==> config.mk <==
export PLATFORM = sky130hd
export DESIGN_NAME = ipr_regs
export DESIGN_NICKNAME = d
export VERILOG_FILES = /design/src/rtl/ipr_pkg.sv /design/src/rtl/ipr_regs.sv
export VERILOG_INCLUDE_DIRS = /design/src /design/src/rtl
export SDC_FILE = /design/constraint.sdc
export NUM_CORES = 1
export LEC_CHECK = 0
export ABC_AREA = 1
export BUFFER_PORTS_ARGS = -buffer_cell sky130_fd_sc_hd__buf_4
export CAP_MARGIN = 20
export CORE_UTILIZATION = 40
export DETAILED_ROUTE_END_ITERATION = 6
export PLACE_DENSITY = 0.71
export SYNTH_ARGS = -nofsm -noshare
export SYNTH_HDL_FRONTEND = slang
export SYNTH_SLANG_ARGS = --single-unit
export TNS_END_PERCENT = 10
==> constraint.sdc <==
create_clock -name aclk -period 1.9 [get_ports aclk]
set_input_delay 0.095 -clock aclk [delete_from_list [all_inputs] [get_ports aclk]]
set_output_delay 0.095 -clock aclk [all_outputs]
set_load 0.03 [all_outputs]
==> src/rtl/ipr_map.svh <==
// Purpose: offsets, field positions, reset values for the upper priority bank
// Assumes: AXI4-Lite byte addressing, one 32-bit word per register
// Notes: register data is 16 bits wide, upper half reads zero
`ifndef IPR_MAP_SVH
`define IPR_MAP_SVH

// register byte offsets
`define IPR_OFF_EXT34 6'h00
`define IPR_OFF_CAL 6'h04
`define IPR_OFF_CRCSER 6'h08
`define IPR_OFF_LOWV 6'h0C
`define IPR_OFF_TMEAS 6'h10
`define IPR_OFF_SER3 6'h14
`define IPR_OFF_SER4TW3 6'h18

// field low-bit positions inside a register
`define IPR_POS_HI 12
`define IPR_POS_MID 8
`define IPR_POS_LO4 4
`define IPR_POS_LO0 0

// reset level of every field
`define IPR_LEVEL_RESET 3'h4
// disabled level
`define IPR_LEVEL_OFF 3'h0

// axi response codes
`define IPR_RESP_OKAY 2'h0
`define IPR_RESP_SLVERR 2'h2

`endif

==> src/rtl/ipr_pkg.sv <==
// Purpose: types for the upper priority bank
// Assumes: nothing beyond the map header
// Notes: fields are 3-bit levels, 0 means the source is off
package ipr_pkg;

    // one priority level, 0 off, 1 lowest, 7 highest
    typedef logic [2:0] ipr_level_t;

    // all fourteen priority fields of the bank
    typedef struct packed {
        ipr_level_t ext_irq_four_level;
        ipr_level_t ext_irq_three_level;
        ipr_level_t calendar_clock_level;
        ipr_level_t checksum_error_level;
        ipr_level_t serial_two_error_level;
        ipr_level_t serial_one_error_level;
        ipr_level_t low_voltage_level;
        ipr_level_t time_measure_level;
        ipr_level_t serial_three_transmit_level;
        ipr_level_t serial_three_receive_level;
        ipr_level_t serial_three_error_level;
        ipr_level_t serial_four_error_level;
        ipr_level_t twowire_three_master_level;
        ipr_level_t twowire_three_slave_level;
    } ipr_fields_t;

    // one enable-qualified bit per source, same order as the fields
    typedef logic [13:0] ipr_src_vec_t;

    // whole module state
    typedef struct packed {
        ipr_fields_t f;
        logic bvalid;
        logic rvalid;
        logic [1:0] bresp;
        logic [1:0] rresp;
        logic [31:0] rdata;
        logic [31:0] awaddr;
        logic aw_held;
        logic [31:0] wdata;
        logic [3:0] wstrb;
        logic w_held;
    } ipr_state_t;

endpackage

==> src/rtl/ipr_regs.sv <==
// Purpose: AXI4-Lite bank of 3-bit interrupt priority fields, upper group
// Assumes: one clock, synchronous active-low reset, single outstanding access
// Notes: levels leave as ports to arbitration logic outside this block
//
// What this block does
// - each field is 3 bits, 7 highest
// - level 0 disables its source request
// - level 1 is lowest enabled priority
// - unassigned bits ignore writes, read zero
// - fields read back last written value
// - ext irq four at bits 10:8
// - ext irq three at bits 6:4
// - calendar clock at 10:8, rest unused
// - checksum error at bits 14:12
// - serial two error 10:8, one 6:4
// - low voltage at 2:0, 15:3 unused
// - time measure at 6:4, rest unused
// - serial three tx 14:12, rx 10:8, err 6:4
// - serial four error 14:12, 11:7 unused
// - twowire three master 6:4, slave 2:0
// - every field resets to level four
//
// Design decisions made here: register access over AXI4-Lite and the placing of the registers.
`include "ipr_map.svh"

// register map, one aligned 32-bit word per register:
//   0x00 external irq four and three
//   0x04 calendar clock
//   0x08 checksum error, serial two error, serial one error
//   0x0C low voltage
//   0x10 time measure unit
//   0x14 serial three transmit, receive and error
//   0x18 serial four error, twowire three master and slave
// each field is a 3-bit level sitting in a nibble whose top bit is unused,
// so a register word is just the levels written with a zero spacer bit
//
// bus behaviour in short:
//   - write address and write data are taken in either order
//   - whichever arrives first is parked until its partner shows up
//   - the response is registered and rises one edge after both are in
//   - only one write response may be outstanding; new halves wait
//   - a read is answered one edge after its address is taken
//   - read data stands until the master takes it with rready
//
// limitations a user must know:
//   - strobes 3:2 are ignored because the upper half has no storage
//   - an address outside the seven words answers with an error
//   - misaligned offsets never decode, even if inside the window
//   - no wait states beyond the single registered response cycle
//
// why levels leave as a plain bus:
//   the arbiter outside needs every level every cycle; a registered copy
//   would add a cycle of lag between a write and the arbitration result,
//   so the levels come straight from the storage flip-flops
//
// why src_request sits here:
//   level zero is the one value that changes behaviour inside this block;
//   gating the flags here keeps a disabled source from ever reaching the
//   arbiter, whatever its flag does, without the arbiter decoding zero
//
// reset:
//   synchronous and active low; every field comes up at level four and
//   both response channels come up idle, so the first request may be
//   offered at the first edge after release

module ipr_regs
    import ipr_pkg::*;
(
    input wire logic aclk,
    input wire logic aresetn,
    // axi4-lite write address
    input wire logic [31:0] s_axi_awaddr,
    input wire logic s_axi_awvalid,
    output logic s_axi_awready,
    // write data
    input wire logic [31:0] s_axi_wdata,
    input wire logic [3:0] s_axi_wstrb,
    input wire logic s_axi_wvalid,
    output logic s_axi_wready,
    // write response
    output logic [1:0] s_axi_bresp,
    output logic s_axi_bvalid,
    input wire logic s_axi_bready,
    // read address
    input wire logic [31:0] s_axi_araddr,
    input wire logic s_axi_arvalid,
    output logic s_axi_arready,
    // read data
    output logic [31:0] s_axi_rdata,
    output logic [1:0] s_axi_rresp,
    output logic s_axi_rvalid,
    input wire logic s_axi_rready,
    // raw flags of the fourteen sources, in field order
    input wire ipr_src_vec_t src_flag,
    // current levels for the arbiter
    output ipr_fields_t levels,
    // flags passed on only where the level is non-zero
    output ipr_src_vec_t src_request
);

    ipr_state_t st_r;  // registered state
    ipr_state_t st_nxt;  // next state
    logic wr_go;  // address and data each held or valid now, no response pending
    logic [31:0] wa;  // effective write address
    logic [31:0] wd;  // effective write data
    logic [3:0] ws;  // effective strobes
    logic [15:0] wmask;  // 16-bit lane mask from strobes
    logic [15:0] rd16;  // read mux result
    logic rd_hit;  // read address decodes
    logic wr_hit;  // write address decodes
    ipr_level_t lv [14];  // levels as an array for the request gate

    // register file view of the fields
    function automatic logic [15:0] put3(input ipr_level_t v, input int pos);
        logic [15:0] r;
        r = 16'h0000;
        r[pos +: 3] = v;
        return r;
    endfunction

    // merge only strobed bits of a field from new data
    function automatic ipr_level_t upd(input ipr_level_t old, input logic [15:0] d,
                                       input logic [15:0] m, input int pos);
        ipr_level_t r;
        r = (old & ~m[pos +: 3]) | (d[pos +: 3] & m[pos +: 3]);
        return r;
    endfunction

    assign wmask = {{8{ws[1]}}, {8{ws[0]}}};

    // address and data may arrive in either order; hold each until both are in
    assign wa = st_r.aw_held ? st_r.awaddr : s_axi_awaddr;
    assign wd = st_r.w_held ? st_r.wdata : s_axi_wdata;
    assign ws = st_r.w_held ? st_r.wstrb : s_axi_wstrb;
    assign s_axi_awready = !st_r.aw_held && !st_r.bvalid;
    assign s_axi_wready = !st_r.w_held && !st_r.bvalid;
    assign wr_go = !st_r.bvalid && (st_r.aw_held || s_axi_awvalid)
                   && (st_r.w_held || s_axi_wvalid);
    // a new read is taken only when no read data is waiting
    assign s_axi_arready = !st_r.rvalid;

    // read decode; every unassigned bit is zero by construction
    always_comb
    begin
        rd16 = 16'h0000;
        rd_hit = 1'b1;
        case (s_axi_araddr[5:0])
            `IPR_OFF_EXT34:
            begin
                rd16 = put3(st_r.f.ext_irq_four_level, `IPR_POS_MID)
                     | put3(st_r.f.ext_irq_three_level, `IPR_POS_LO4);
            end
            `IPR_OFF_CAL:
                rd16 = put3(st_r.f.calendar_clock_level, `IPR_POS_MID);
            `IPR_OFF_CRCSER:
            begin
                rd16 = put3(st_r.f.checksum_error_level, `IPR_POS_HI)
                     | put3(st_r.f.serial_two_error_level, `IPR_POS_MID)
                     | put3(st_r.f.serial_one_error_level, `IPR_POS_LO4);
            end
            `IPR_OFF_LOWV:
                rd16 = put3(st_r.f.low_voltage_level, `IPR_POS_LO0);
            `IPR_OFF_TMEAS:
                rd16 = put3(st_r.f.time_measure_level, `IPR_POS_LO4);
            `IPR_OFF_SER3:
            begin
                rd16 = put3(st_r.f.serial_three_transmit_level, `IPR_POS_HI)
                     | put3(st_r.f.serial_three_receive_level, `IPR_POS_MID)
                     | put3(st_r.f.serial_three_error_level, `IPR_POS_LO4);
            end
            `IPR_OFF_SER4TW3:
            begin
                rd16 = put3(st_r.f.serial_four_error_level, `IPR_POS_HI)
                     | put3(st_r.f.twowire_three_master_level, `IPR_POS_LO4)
                     | put3(st_r.f.twowire_three_slave_level, `IPR_POS_LO0);
            end
            default:
                rd_hit = 1'b0;
        endcase
        // only word-aligned offsets inside the low window decode
        if (s_axi_araddr[31:6] != 26'h0000000)
        begin
            rd_hit = 1'b0;
            rd16 = 16'h0000;
        end
    end

    // write decode check
    always_comb
    begin
        case (wa[5:0])
            `IPR_OFF_EXT34, `IPR_OFF_CAL, `IPR_OFF_CRCSER, `IPR_OFF_LOWV,
            `IPR_OFF_TMEAS, `IPR_OFF_SER3, `IPR_OFF_SER4TW3:
                wr_hit = (wa[31:6] == 26'h0000000);
            default:
                wr_hit = 1'b0;
        endcase
    end

    // write sequencing, by cycle:
    //   edge n   : address and data both present, no response pending
    //              -> fields updated, bvalid set for the next cycle
    //   edge n+1 : bvalid seen high by the master; with bready it retires
    //   edge n+2 : awready and wready high again for the next write
    // a half that arrives alone is parked in aw_held or w_held and its
    // ready drops, so the master sees it taken and may release it
    //
    // hazard: parking and completing in the same cycle would double-take a
    // half, so the parking branches are skipped whenever wr_go is true
    //
    // trade-off: no write buffering; a second write stalls while the
    // first response is outstanding, which keeps the response order simple
    //
    // read sequencing, by cycle:
    //   edge n   : arvalid with arready -> rdata and rresp registered
    //   edge n+1 : rvalid high; with rready it retires
    //   edge n+2 : arready high again
    // retire and new capture are ordered so a capture always wins, though
    // arready low while rvalid means both never fall in one cycle
    //
    // next-state logic for bus handshakes and field storage
    always_comb
    begin
        st_nxt = st_r;
        // capture whichever half of a write arrives first
        if (!wr_go && s_axi_awvalid && s_axi_awready)
        begin
            st_nxt.aw_held = 1'b1;
            st_nxt.awaddr = s_axi_awaddr;
        end
        if (!wr_go && s_axi_wvalid && s_axi_wready)
        begin
            st_nxt.w_held = 1'b1;
            st_nxt.wdata = s_axi_wdata;
            st_nxt.wstrb = s_axi_wstrb;
        end
        if (wr_go)
        begin
            st_nxt.aw_held = 1'b0;
            st_nxt.w_held = 1'b0;
            st_nxt.bvalid = 1'b1;
            st_nxt.bresp = wr_hit ? `IPR_RESP_OKAY : `IPR_RESP_SLVERR;
            // only field bits take data; the rest of the word is dropped
            case (wr_hit ? wa[5:0] : 6'h3F)
                `IPR_OFF_EXT34:
                begin
                    st_nxt.f.ext_irq_four_level =
                        upd(st_r.f.ext_irq_four_level, wd[15:0], wmask, `IPR_POS_MID);
                    st_nxt.f.ext_irq_three_level =
                        upd(st_r.f.ext_irq_three_level, wd[15:0], wmask, `IPR_POS_LO4);
                end
                `IPR_OFF_CAL:
                    st_nxt.f.calendar_clock_level =
                        upd(st_r.f.calendar_clock_level, wd[15:0], wmask, `IPR_POS_MID);
                `IPR_OFF_CRCSER:
                begin
                    st_nxt.f.checksum_error_level =
                        upd(st_r.f.checksum_error_level, wd[15:0], wmask, `IPR_POS_HI);
                    st_nxt.f.serial_two_error_level =
                        upd(st_r.f.serial_two_error_level, wd[15:0], wmask, `IPR_POS_MID);
                    st_nxt.f.serial_one_error_level =
                        upd(st_r.f.serial_one_error_level, wd[15:0], wmask, `IPR_POS_LO4);
                end
                `IPR_OFF_LOWV:
                    st_nxt.f.low_voltage_level =
                        upd(st_r.f.low_voltage_level, wd[15:0], wmask, `IPR_POS_LO0);
                `IPR_OFF_TMEAS:
                    st_nxt.f.time_measure_level =
                        upd(st_r.f.time_measure_level, wd[15:0], wmask, `IPR_POS_LO4);
                `IPR_OFF_SER3:
                begin
                    st_nxt.f.serial_three_transmit_level =
                        upd(st_r.f.serial_three_transmit_level, wd[15:0], wmask, `IPR_POS_HI);
                    st_nxt.f.serial_three_receive_level =
                        upd(st_r.f.serial_three_receive_level, wd[15:0], wmask, `IPR_POS_MID);
                    st_nxt.f.serial_three_error_level =
                        upd(st_r.f.serial_three_error_level, wd[15:0], wmask, `IPR_POS_LO4);
                end
                `IPR_OFF_SER4TW3:
                begin
                    st_nxt.f.serial_four_error_level =
                        upd(st_r.f.serial_four_error_level, wd[15:0], wmask, `IPR_POS_HI);
                    st_nxt.f.twowire_three_master_level =
                        upd(st_r.f.twowire_three_master_level, wd[15:0], wmask, `IPR_POS_LO4);
                    st_nxt.f.twowire_three_slave_level =
                        upd(st_r.f.twowire_three_slave_level, wd[15:0], wmask, `IPR_POS_LO0);
                end
                default:
                    st_nxt.f = st_r.f;  // unmapped: nothing stored, error returned
            endcase
        end
        // response retires when the master takes it
        if (st_r.bvalid && s_axi_bready)
        begin
            st_nxt.bvalid = 1'b0;
        end
        // read: data registered on the same edge that takes the address
        if (st_r.rvalid && s_axi_rready)
        begin
            st_nxt.rvalid = 1'b0;
        end
        if (s_axi_arvalid && s_axi_arready)
        begin
            st_nxt.rvalid = 1'b1;
            st_nxt.rdata = {16'h0000, rd16};
            st_nxt.rresp = rd_hit ? `IPR_RESP_OKAY : `IPR_RESP_SLVERR;
        end
    end

    // the whole state lives in one packed struct so that reset and update
    // cover every bit in one place; nothing in it escapes the reset
    //
    // reset clears handshake state to idle first, then loads the fields;
    // the later assignment wins for the field bits only
    //
    // state register; fields come up at level four
    always_ff @(posedge aclk)
    begin
        if (!aresetn)
        begin
            st_r <= '0;
            st_r.f <= {14{`IPR_LEVEL_RESET}};
        end
        else
        begin
            st_r <= st_nxt;
        end
    end

    assign s_axi_bvalid = st_r.bvalid;
    assign s_axi_bresp = st_r.bresp;
    assign s_axi_rvalid = st_r.rvalid;
    assign s_axi_rdata = st_r.rdata;
    assign s_axi_rresp = st_r.rresp;

    // full 3-bit level goes out: 7 highest, 1 lowest, middle ordered by value
    assign levels = st_r.f;

    // unpack levels, msb field first, to match src_flag bit 13 down to 0
    always_comb
    begin
        for (int i = 0; i < 14; i++)
        begin
            lv[i] = st_r.f[i*3 +: 3];
        end
    end

    // the request gate is purely combinational: a level written to zero
    // silences its source from the same cycle in which the write response rises,
    // with no extra latency, since the arbiter samples on the same clock
    //
    // flags are expected from logic on this clock; an asynchronous flag
    // would need its own synchroniser before it reaches this port
    //
    // a source at level zero never requests, whatever its flag
    always_comb
    begin
        for (int i = 0; i < 14; i++)
        begin
            src_request[i] = src_flag[i] && (lv[i] != `IPR_LEVEL_OFF);
        end
    end

endmodule

## Word level (Yosys, flattened, before mapping)

Cells that the tools add are included.
W data, S select, Z words.

- Logic and storage cells: 160
- Output and inout bits: 97
- Register bits after elaboration: 115
- Bits of input ports: 121

- Muxes and demuxes: 13
- Eq/ne operators: 18
- Bitwise logic cells: 42
- Reduce and logical (&&, ||, !) cells: 63

Operators by type and width:

| kind | count |
|---|---|
| $pmux W15 S7 | 1 |
| $and A3 B3 Y3 | 18 |
| $eq A6 B5 Y1 const B | 9 |
| $or A15 B7 Y15 | 3 |
| $or A3 B3 Y3 | 14 |
| $reduce_bool A3 Y1 | 14 |
| $eq A6 B4 Y1 const B | 6 |
| $mux W32 | 1 |
| $or A15 B11 Y15 | 2 |
| $logic_not A26 Y1 | 1 |
| $reduce_bool A26 Y1 | 1 |
| $logic_and A1 B1 Y1 | 25 |
| $eq A6 B3 Y1 const B | 3 |
| $logic_not A6 Y1 | 3 |
| $mux W16 | 1 |
| $mux W15 | 1 |
| $or A15 B3 Y15 | 1 |
| $reduce_and A2 Y1 | 7 |
| $reduce_or A7 Y1 | 2 |
| $or A11 B7 Y11 | 1 |
| $mux W2 | 3 |
| $mux W6 | 1 |
| $not A3 Y3 | 2 |
| $logic_not A1 Y1 | 5 |
| other kinds (5) | 11 |

## Longest topological paths before layout

Gate-level depths: netlist of the first run.

- Depth after elaboration: 7
- Gate-level depth with buffers: 15
- Depth with buffers taken out: 14

## Worst setup path after synthesis of the first run

Ideal clock, no wire load.

- Kind: register -> register
- Start point: register st_r[37] (netlist name)
- End point: register st_r[38] (netlist name)
- Arrival time: 1722 ps
- Stages on the path, launching flop included: 9
- Setup time: 128 ps
- Setup slack: 49 ps
- Data required time: 1772 ps
- Clock period less this slack: 1851 ps
- Buffers on the path: 4
- Cell sequence: dfxtp_1 > buf_6 > buf_12 > nor2_1 > nand3_1 > clkbuf_1 > clkbuf_1 > o21ai_0 > a21oi_1

- Elaborated cells between the ends (all ways): 8
- Those cells by class: 8 x reduce/logical

RTL lines:

| element | line | source |
|---|---|---|
| from (decl) | ipr_regs.sv:101 | `ipr_state_t st_r;` |
| from (signal assigned) | ipr_regs.sv:326 | `st_r <= st_nxt;` |
| $logic_not A1 Y1 | ipr_regs.sv:135 | `assign s_axi_awready = !st_r.aw_held && !st_r.bvalid;` |
| $logic_and A1 B1 Y1 | ipr_regs.sv:135 |  |
| via s_axi_awready | ipr_regs.sv:74 | `output logic s_axi_awready,` |
| $logic_and A1 B1 Y1 | ipr_regs.sv:226 | `if (!wr_go && s_axi_awvalid && s_axi_awready)` |

The timed path passes the listed nets, and every way through them passes these cells.
A chain may end at the register's enable or synchronous reset.

==> results of run 1 <==
## layer usage
| layer | wire length, um | share of wire |
|---|---|---|
| met5 | 0 | 0 |
| met2 | 7320 | 0.47 |
| met3 | 1140 | 0.073 |
| met4 | 184 | 0.012 |
| met1 | 7020 | 0.45 |
## worst min-delay path: cells and delay by family
| family | cells | cell delay [ps] |
|---|---|---|
| compound gates | 2 | 170 |
| buf+inv | 1 | 80 |
## power groups by stage
stage | logic, mW | clock network, mW | registers (mW)
after floorplan | 0.621 | 0 | 2.43
after global placement | 0.994 | 0 | 2.43
after detailed placement | 1.00 | 0 | 2.43
after CTS | 1.01 | 2.05 | 2.38
after global routing | 1.13 | 2.14 | 2.40
final | 1.02 | 2.01 | 2.38
## cell families after synthesis
logic type	Yosys count	synth area share
AOI/OAI and AO/OA	164	0.150
DFF	106	0.356
other	1	0.000628
buffers and inverters	255	0.219
and+or+nand+nor	366	0.275
## metrics by stage
step,TNS (ps),util,instance area [um^2]
after floorplan,0,-,6050
after global placement,-181,0.490,7120
after detailed placement,-338,0.490,7120
after CTS,0,0.513,7460
after global routing,-91.9,0.520,7560
final,0,0.520,7560
## layout make-up
cell class | count | area, um^2
Timing Repair Buffer | 212 | 1640
Clock inverter | 5 | 78.8
Multi-Input combinational cell | 552 | 2690
Tap cell | 184 | 230
Fill cell | 1463 | 6970
Clock buffer | 10 | 239
Sequential cell | 106 | 2130
Inverter | 148 | 561
## how the worst min path moves through the flow
stage / from / endpoint / slack (ps) / cells past startpoint
after global routing: s_axi_wstrb[1] / st_r[2] / 20 / 3
after detailed placement: s_axi_bready / s_axi_bvalid / 280 / 2
after CTS: s_axi_awaddr[18] / st_r[56] / 20 / 3
final: s_axi_wdata[0] / st_r[5] / 20 / 3
after global placement: s_axi_bready / s_axi_bvalid / 280 / 2
after floorplan: s_axi_bready / s_axi_bvalid / 190 / 1
## placed cells by master, fill, tap and decap left out, types with 7 or more instances in the layout
cell	n
nand3_1	42
nand4_1	10
a21oi_1	66
inv_1	143
nand2_2	12
dfxtp_1	105
clkbuf_16	9
nand2_1	180
nor2_1	81
nand3_2	7
o21ai_0	63
nor2_2	8
conb_1	22
o31a_1	8
buf_4	205
o22ai_1	9
## what timing repair did
action,CTS,global route
endpoints found under the hold margin,1,0
gates resized for setup,2,27
setup endpoints to repair,26,40
setup buffers,0,4
pin swaps,0,9
hold buffers,1,0
==> implementation parameters, run 1 <==
Parameter                              Value

Global route
  Global-route wire length before repair ... 24100 um
  Most heavily used metal layer in global routing ... met2
  Total overflow reported by the global router ... 0
  Via count of the first global-routing pass ... 4947
  Maximum number of pins on one net before global-route repair ... 58
  Global routing met3 resource utilization ... 0.0572
  Met2 demand-to-capacity share in global routing ... 0.338
  GRT Overall Usage ... 0.206
  Met1 Use GR ... 0.261
  Number of antenna violations at the first check in global routing ... 0

Clocking
  Htree depth ... 3
  Clock tree from TritonCTS ... yes
  Clock edge transition at the registers on the reported setup and hold paths ... 70 ps
  Maximum clock insertion buffer count ... 2
  Total number of clock tree sinks ... 106
  Clock latency at the later pin of the worst-skew pair ... 360 ps
  Number of CTS-inserted buffers ... 9
  Clk root buf ... clkbuf_16

Cells and area
  Post-layout net count ... 1150
  Non-filler instance count after layout ... 1217
  Layout overhead on the synthesized area ... 26.8%
  Fraction of final layout cells with drive strength greater than 1 ... 0.267
  Ant diodes ... 0

Critical path
  Count of buffering cells on the critical path with inverters included ... 3
  Worst flop-to-flop path startpoint ... st_r[37]
  Critical setup path kind ... reg2reg
  Most numerous cell on the critical path ... nand2_1
  Worst Setup End Kind ... flop
  Ordered cell list for the critical path ... inv_6 > buf_4 > nand2_1 > nand2_1 > nand2_2 > a21oi_2 > nand2_2 > nor2_4 > buf_6 > nand2_4 > nor2_4 > nand2_1 > nand2_1 > nor2_1
  Internal reg-to-reg setup slack ... 130 ps
  Number of cells on the critical path ... 14
  Register-to-Register Path Depth ... 14
  Slowest Stage Delay on Critical Path ... 380 ps
  Data required time at the worst endpoint ... 2160 ps
  Launch point of the worst path ... st_r[37]
  Maximum fanout along the worst path ... 7
  Data arrival time of the critical path ... 2030 ps
  Critical Path Source Type ... flop
  Cell at the slowest stage of the critical path ... dfxtp_4
  Cell family with most CP delay ... simple AND/OR/NAND/NOR gates

Timing
  Setup slack of the critical path after layout ... 130 ps
  Finish-stage setup viols ... 0
  Tightest slew margin relative to the limit ... 0.591
  Timing-limited maximum frequency ... 0.565 GHz
  WHS ... 24.8 ps
  RSZ-0062 raised after global routing ... yes
  Clock skew ... 7.70 ps
  Final slew viol count ... 0
  Transition at the pin with the smallest max-transition slack ... 607 ps
  Final critical delay including setup and external delays ... 1770 ps
  Final number of hold-violating endpoints ... 0
  Final critical-path share of the clock period ... 0.931

Synth
  Cells after Synth ... 892
  Count of distinct cell types in the synthesized netlist ... 40
  Share of the yosys chip area belonging to registers ... 0.356
  Share of synthesized flip-flops with an asynchronous set or reset ... 0
  Most frequent cell after synthesis ... nand2_1
  Largest cells by area after synthesis ... dfxtp_1 (36%), nand2_1 (12%), buf_4 (9.9%), inv_1 (9.1%), a21oi_1 (5.6%)
  Flip-flop and latch count after synthesis ... 106
  Cell types with the highest counts after synthesis ... nand2_1 (188), inv_1 (144), dfxtp_1 (106)
  EDFF count, synth ... 0
  Average cell area after synthesis ... 6.69 um^2
  Flip-flop cell with the highest count after synthesis ... dfxtp_1
  Cell type with the largest total area after synthesis ... dfxtp_1
  YS warnings ... 0
  Share of Yosys cell area claimed by the top area cell type ... 0.356
  Syn Std Cell Area ... 0.00597 mm^2

Power and ir drop
  IR Drop Worst-Case VDD ... 0.406 mV
  Net switching share of the total power ... 0.275
  Portion of total power attributed to combinational logic ... 0.188
  Clock Power Share ... 0.372
  Portion of total power attributed to sequential cells ... 0.440
  Switching power summed over all nets ... 1.49 mW
  Power Density ... 716 mW/mm^2
  Int Pwr ... 3.93 mW
  Total power consumption of the routed design ... 5.41 mW
  Pleak ... 3.68 nW

Placed design
  Post-place setup slack ... -53.9 ps
  Half-perimeter wire length of the detailed placement result ... 12300 um
  IO Port Bufs ... 173
  Number of instances in the placed design ... 1197
  Routability-driven placement congestion ratio ... 0.858

Detailed routing
  Detailed-route vias per instance ... 4.66
  Count of unresolved DRC violations after routing ... 0
  Routed WL ... 15700 um
  Total via count after detailed routing ... 5668
  WL/cell ... 12.9 um
  First DRT Iteration DRCs ... 268
  First-pass DRT Iterations ... 5
  Detail Route Antenna Nets ... 0

Hold path
  Min-delay worst type ... in2reg

Floorplan
  Starting density of the core ... 0.411
  Num ports ... 218
  DIE WIDTH ... 124 um
  Die Height ... 124 um
  Standard-cell rows ... 44
  Area of the core ... 0.0145 mm^2
  Full die area ... 0.0154 mm^2

Flow run
  Total of max-cap violations ... 0

Status
  Status ... completed
(Power assumes the default switching activity.)
==> run 2: changes to the inputs <==
- ABC_AREA: 1 -> 0
==> run 2 against run 1 <==
  * Worst setup slack worse by 22 ps
  * Wire length is 9.4% lower
  * Cell count shrank 22%
  * Maximum frequency down 1.2%
==> implementation parameters, run 2 <==
Parameter                              Value

Timing
  Setup slack of the critical path after layout ... 108 ps (-21.9 ps)
  Final critical-path share of the clock period ... 0.943 (+0.0115)
  RSZ-0062 raised after global routing ... no
  Final slew viol count ... 0 (unchanged)
  Finish-stage setup viols ... 0 (unchanged)
  WHS ... 9.77 ps (-15.0 ps)
  Final critical delay including setup and external delays ... 1790 ps (+21.9 ps)
  Transition at the pin with the smallest max-transition slack ... 528 ps (-78.6 ps)
  Timing-limited maximum frequency ... 0.558 GHz (-1.2%)
  Final number of hold-violating endpoints ... 0 (unchanged)
  Tightest slew margin relative to the limit ... 0.648 (+0.0567)
  Clock skew ... 9.58 ps (+1.87 ps)

Clocking
  Clock edge transition at the registers on the reported setup and hold paths ... 70 ps (about the same)
  Htree depth ... 3 (unchanged)
  Total number of clock tree sinks ... 106 (unchanged)
  Clock tree from TritonCTS ... yes
  Clock latency at the later pin of the worst-skew pair ... 350 ps (about the same)
  Number of CTS-inserted buffers ... 9 (unchanged)
  Clk root buf ... clkbuf_16
  Maximum clock insertion buffer count ... 2 (unchanged)

Power and ir drop
  Total power consumption of the routed design ... 5.15 mW (-4.9%)
  IR Drop Worst-Case VDD ... 0.400 mV (-1.4%)
  Power Density ... 717 mW/mm^2 (+0.23%)
  Pleak ... 3.30 nW (-10%)

Detailed routing
  First-pass DRT Iterations ... 5 (unchanged)
  WL/cell ... 15.0 um (+17%)
  Count of unresolved DRC violations after routing ... 0 (unchanged)
  Routed WL ... 14200 um (-9.4%)
  Total via count after detailed routing ... 4796 (-15%)
  First DRT Iteration DRCs ... 271 (+1.1%)
  Detailed-route vias per instance ... 5.08 (+9.1%)
  Detail Route Antenna Nets ... 0 (unchanged)

Synth
  Largest cells by area after synthesis ... dfxtp_1 (37%), mux2i_1 (11%), buf_4 (10%), nand2_1 (7.7%), a21boi_0 (4.6%)
  Flip-flop and latch count after synthesis ... 106 (unchanged)
  Count of distinct cell types in the synthesized netlist ... 53 (+33%)
  Share of synthesized flip-flops with an asynchronous set or reset ... 0 (unchanged)
  Main combinational cell family by area after synthesis ... simple AND/OR/NAND/NOR gates
  Share of the synthesized netlist area taken by xor and xnor gates ... 0 (unchanged)
  Syn Std Cell Area ... 0.00571 mm^2 (-4.3%)
  Most frequent cell after synthesis ... nand2_1
  Simple-gate portion of the synthesized area ... 0.225 (-0.0501)
  Adder and majority cell fraction of the synthesized area ... 0 (unchanged)
  Cell types with the highest counts after synthesis ... nand2_1 (117), dfxtp_1 (106), buf_4 (79)
  Cell type with the largest total area after synthesis ... dfxtp_1
  Average cell area after synthesis ... 8.92 um^2 (+33%)
  Share of the yosys chip area belonging to registers ... 0.372 (+0.0159)
  YS warnings ... 0 (unchanged)
  Cells after Synth ... 640 (-28%)
  EDFF count, synth ... 0 (unchanged)
  Multiplexer share of the synthesized area ... 0.141 (+0.141)
  Compound-cell area share of the yosys netlist ... 0.126 (-0.0242)
  Share of Yosys cell area claimed by the top area cell type ... 0.372 (+0.0159)
  Flip-flop cell with the highest count after synthesis ... dfxtp_1

Cells and area
  Layout overhead on the synthesized area ... 25.7%
  Fill cell instance count of the final layout ... 1297 (-11%)
  Post-layout net count ... 880 (-23%)
  Fraction of final layout cells with drive strength greater than 1 ... 0.326 (+0.0587)
  Highest-count cells in the layout ignoring fill and taps ... buf_4 (194), nand2_1 (117), dfxtp_1 (105), mux2i_1 (61), a21boi_0 (35)
  Ant diodes ... 0 (unchanged)
  Most common cell after layout, fill and taps aside ... buf_4

Critical path
  Maximum fanout along the worst path ... 8 (+1)
  Register-to-Register Path Depth ... 5 (-9)
  Capturing point of the worst reg2reg path ... s_axi_rdata[9]
  Worst Setup End Kind ... flop
  Data arrival time of the critical path ... 2090 ps (+60 ps)
  Worst flop-to-flop path startpoint ... s_axi_rvalid
  Critical Path Source Type ... flop
  Internal reg-to-reg setup slack ... 110 ps (-20 ps)
  Critical setup path kind ... reg2reg
  Data required time at the worst endpoint ... 2190 ps (+30 ps)

Floorplan
  Full die area ... 0.0148 mm^2 (-4.2%)
  Die Height ... 121 um (-2.1%)
  Starting density of the core ... 0.411 (+0.000929)
  Standard-cell rows ... 43 (-2.3%)
  Num ports ... 218 (unchanged)
  DIE WIDTH ... 121 um (-2.1%)
  Area of the core ... 0.0139 mm^2 (-4.5%)

Flow run
  Total of max-cap violations ... 0 (unchanged)

Status
  Status ... completed

Global route
  Total overflow reported by the global router ... 0 (unchanged)
  Number of antenna violations at the first check in global routing ... 0 (unchanged)
  Via count of the first global-routing pass ... 4547 (-8.1%)
  GRT Overall Usage ... 0.192 (-0.0133)
  Maximum number of pins on one net before global-route repair ... 57 (-1.7%)
  Global-route wire length before repair ... 22300 um (-7.5%)

Hold path
  Cell depth of the worst hold path ... 3 (unchanged)
  Destination of the worst hold path ... st_r[5]
  Worst min-delay path startpoint ... s_axi_wdata[0]
  Min-delay worst type ... in2reg

Placed design
  Post-place setup slack ... -144 ps (-90.6 ps)
  Half-perimeter wire length of the detailed placement result ... 11000 um (-10%)
  Routability-driven placement congestion ratio ... 0.801 (-6.6%)
  IO Port Bufs ... 173 (unchanged)
-- run 2: repair_timing --
action,4_1_cts,5_1_grt
gates cloned,0,0
pin swaps,0,3
endpoints found under the setup margin,26,43
gates resized for setup,1,11
buffers inserted,1,0
hold buffers,3,0
hold endpoints to repair,3,0
-- run 2: worst max path at each step --
stage                    start             end  cells after the start
2_1_floorplan         st_r[37]            flop                      7
3_3_place_gp   s_axi_awaddr[6]            flop                      7
3_5_place_dp          st_r[37]            flop                      6
4_1_cts               st_r[37]            flop                      7
5_1_grt               st_r[37]            flop                      7
6_report          s_axi_rvalid  s_axi_rdata[9]                      5
-- run 2: layer usage --
metal	vias up	track usage	part of all wire
met5	-	0	0
met4	0	0.0849	0.020
met3	24	0.0282	0.043
met2	135	0.314	0.48
met1	2264	0.251	0.46
li1	2373	-	-
-- run 2: logic make-up after synthesis --
| kind of cell | count (synthesis) |
|---|---|
| compound gates | 90 |
| buf+inv | 120 |
| flops | 106 |
| mux | 76 |
| other cells | 1 |
| simple gates | 247 |
-- run 2: cell type report --
class	count	area, um^2	share of cell area
inverters	6	22.5	0.00314
repair buffers	201	1540	0.215
clock buffers	11	243	0.0338
clock inverters	5	85.1	0.0119
flip-flops and latches	106	2130	0.296
well taps	180	225	0.0314
multi-input cells	435	2940	0.409
-- run 2: through the flow --
step,std cells,area (um^2),setup TNS (ps),utilization
finish,944,7180,0,0.517
global route,944,7180,0,0.517
CTS,944,7120,0,0.513
detailed placement,924,6760,-4590,0.487
global placement,924,6760,-3690,0.487
floorplan,661,5800,0,-
-- run 2: critical path, stage by stage (launching register included) --
cell	delay, ps
dfxtp_1	320
nand2b_4	140
or4_4	470
or3_1	490
o21ai_1	170
and2_1	140
-- run 2: report_power, final --
group / internal [mW] / leakage (nW) / switching (mW)
combinational: 0.362 / 2.28 / 0.426
clock: 1.20 / 0.162 / 0.828
sequential: 2.28 / 0.860 / 0.0463
total: 3.85 / 3.30 / 1.30
==> run 3: changes to the inputs <==
- CORE_MARGIN: default -> 8
- MAX_ROUTING_LAYER: default -> met4
- PLACE_DENSITY: 0.71 -> 0.74
- clock period: 1.9 -> 1.52 ns (I/O delays scaled with it)
==> run 3 against run 2 <==
  * The flow now finishes with violations (hold timing, setup timing)
  * Core utilization rose by 5.7 points
  * Hold slack worse by 10 ps
  * Critical path depth grew 3
  * Non-clock buffer count rose by 72
  * Total power grew 21%
  * Register-to-register slack got worse by 380 ps
  * Largest cell class unchanged
  * Largest power group unchanged
==> implementation parameters, run 3 (synthesis results as in run 2) <==
Parameter                              Value

Status
  Status ... complete, but fails checks
  Violated checks ... hold timing, setup timing

Clocking
  Number of CTS-inserted buffers ... 9 (unchanged)
  Clock latency at the later pin of the worst-skew pair ... 350 ps (about the same)
  Clk root buf ... clkbuf_16
  Clock tree from TritonCTS ... yes
  Clock edge transition at the registers on the reported setup and hold paths ... 70 ps (about the same)
  Total number of clock tree sinks ... 106 (unchanged)
  Maximum clock insertion buffer count ... 2 (unchanged)
  Htree depth ... 3 (unchanged)

Global route
  GRT Overall Usage ... 0.174 (-0.0182)
  Via count of the first global-routing pass ... 5006 (+10%)
  Maximum number of pins on one net before global-route repair ... 37 (-35%)
  Number of antenna violations at the first check in global routing ... 0 (unchanged)
  Total overflow reported by the global router ... 0 (unchanged)
  Global-route wire length before repair ... 25300 um (+14%)

Flow run
  Total of max-cap violations ... 0 (unchanged)

Timing
  Timing-limited maximum frequency ... 0.558 GHz (about the same)
  Finish-stage setup viols ... 54 (+54)
  Final slew viol count ... 0 (unchanged)
  WHS ... -0.258 ps (-10.0 ps)
  Clock skew ... 6.97 ps (-2.61 ps)
  Final critical-path share of the clock period ... 1.18 (+0.236)
  RSZ-0062 raised after global routing ... yes
  Setup slack of the critical path after layout ... -272 ps (-381 ps)
  Final critical delay including setup and external delays ... 1790 ps (+0.839 ps)
  Final number of hold-violating endpoints ... 1 (+1)

Critical path
  Ordered cell list for the critical path ... nor4_2 > nand4_1 > a22oi_4 > buf_12 > buf_4 > buf_12 > nand4_4 > mux2i_1
  Data arrival time of the critical path ... 2020 ps (-70 ps)
  Most numerous cell on the critical path ... buf_12
  Maximum fanout along the worst path ... 7 (-1)
  Data required time at the worst endpoint ... 1750 ps (-440 ps)
  Critical setup path kind ... reg2reg
  Slowest Stage Delay on Critical Path ... 320 ps (-170 ps)
  Worst Setup End Kind ... flop
  Critical Path Source Type ... flop
  Cell at the slowest stage of the critical path ... dfxtp_1

Cells and area
  Highest-count cells in the layout ignoring fill and taps ... buf_4 (221), nand2_1 (117), dfxtp_1 (103), mux2i_1 (61), dlygate4sd3_1 (34)
  Area of all placed cells without fillers ... 0.00800 mm^2 (+11%)
  Fraction of final layout cells with drive strength greater than 1 ... 0.363 (+0.0370)
  Fill cell instance count of the final layout ... 1241 (-4.3%)
  Non-filler instance count after layout ... 1015 (+7.5%)
  Sequential standard cell area ... 0.00213 mm^2 (+0.12%)
  Layout overhead on the synthesized area ... 40.1%
  Post-layout net count ... 952 (+8.2%)
  Ant diodes ... 0 (unchanged)
  Area taken by multi-input logic gates ... 0.00307 mm^2 (+4.7%)
  Most common cell after layout, fill and taps aside ... buf_4

Detailed routing
  Count of unresolved DRC violations after routing ... 0 (unchanged)
  Total via count after detailed routing ... 5029 (+4.9%)
  Detail Route Antenna Nets ... 0 (unchanged)
  Routed WL ... 16300 um (+15%)
  Detailed-route vias per instance ... 4.95 (-2.5%)
  First-pass DRT Iterations ... 5 (unchanged)
  WL/cell ... 16.1 um (+7.0%)
  First DRT Iteration DRCs ... 302 (+11%)

Power and ir drop
  Total power consumption of the routed design ... 6.22 mW (+21%)
  Pleak ... 3.73 nW (+13%)
  Power Density ... 777 mW/mm^2 (+8.3%)
  IR Drop Worst-Case VDD ... 0.578 mV (+45%)

Placed design
  IO Port Bufs ... 173 (unchanged)
  Number of instances in the placed design ... 956 (+3.5%)
  Placed cell areas ... 0.00709 mm^2 (+4.9%)
  Half-perimeter wire length of the detailed placement result ... 12400 um (+12%)
  Routability-driven placement congestion ratio ... 0.779 (-2.7%)

Floorplan
  Standard-cell rows ... 43 (unchanged)
  Area of the core ... 0.0139 mm^2 (+0.39%)
  Die Height ... 135 um (+12%)
  Num ports ... 218 (unchanged)
  DIE WIDTH ... 135 um (+12%)
  Starting density of the core ... 0.410 (-0.00159)
  Full die area ... 0.0184 mm^2 (+24%)

Hold path
  Min-delay worst type ... in2reg
## run 3: cell type report
class,count,area share
Inverter,6,0.00282
Multi-Input combinational cell,435,0.384
Sequential cell,106,0.266
Clock inverter,5,0.00375
Timing Repair Buffer,273,0.285
Clock buffer,10,0.0299
Tap cell,180,0.0282
## run 3: layer usage
layer  routed length [um]  global-route usage  up-vias  share of wire
met5                    0                   -        -              0
met4                  182              0.0413        0          0.011
met2                 8070               0.290      136           0.49
li1                     -                   -     2526              -
met1                 7120               0.210     2355           0.44
met3                  941              0.0393       12          0.058
## run 3: metrics by stage
step           worst slack (ps)   util  setup TNS (ps)
6_report                   -272  0.574          -10600
5_1_grt                    -339  0.574          -15730
4_1_cts                    -349  0.566          -11890
3_5_place_dp               -497  0.509          -26370
3_3_place_gp               -463  0.509          -23750
2_1_floorplan              -224      -          -10910
## run 3: repair_timing
item	4_1_cts	5_1_grt
pin swaps	32	9
hold endpoints to repair	33	0
gates resized for setup	38	35
setup endpoints to repair	102	90
cloned	1	0
hold buffers	34	0
setup buffers	3	6
## run 3: path summary, 6_finish.rpt
kind                                 end       startpoint  depth (start not counted)  slack, ps
worst max-delay path                flop         st_r[63]                          8       -270
worst min-delay path            st_r[42]  s_axi_awaddr[4]                          3       -0.3
worst max register to register      flop         st_r[63]                          8       -270
worst min register to register  st_r[49]         st_r[49]                          2        450
## run 3: report_power, final
part	switching (mW)	leakage (nW)	internal [mW]
combinational	0.583	2.73	0.574
clock	1.01	0.138	1.14
sequential	0.0532	0.861	2.86
total	1.64	3.73	4.57
## run 3: worst max-delay path: cells and delay by family (launching register included)
kind                   cells  cell delay (ps)
AOI/OAI and AO/OA          1              250
buffers and inverters      3              370
DFF                        1              320
muxes                      1              150
and+or+nand+nor            3              590
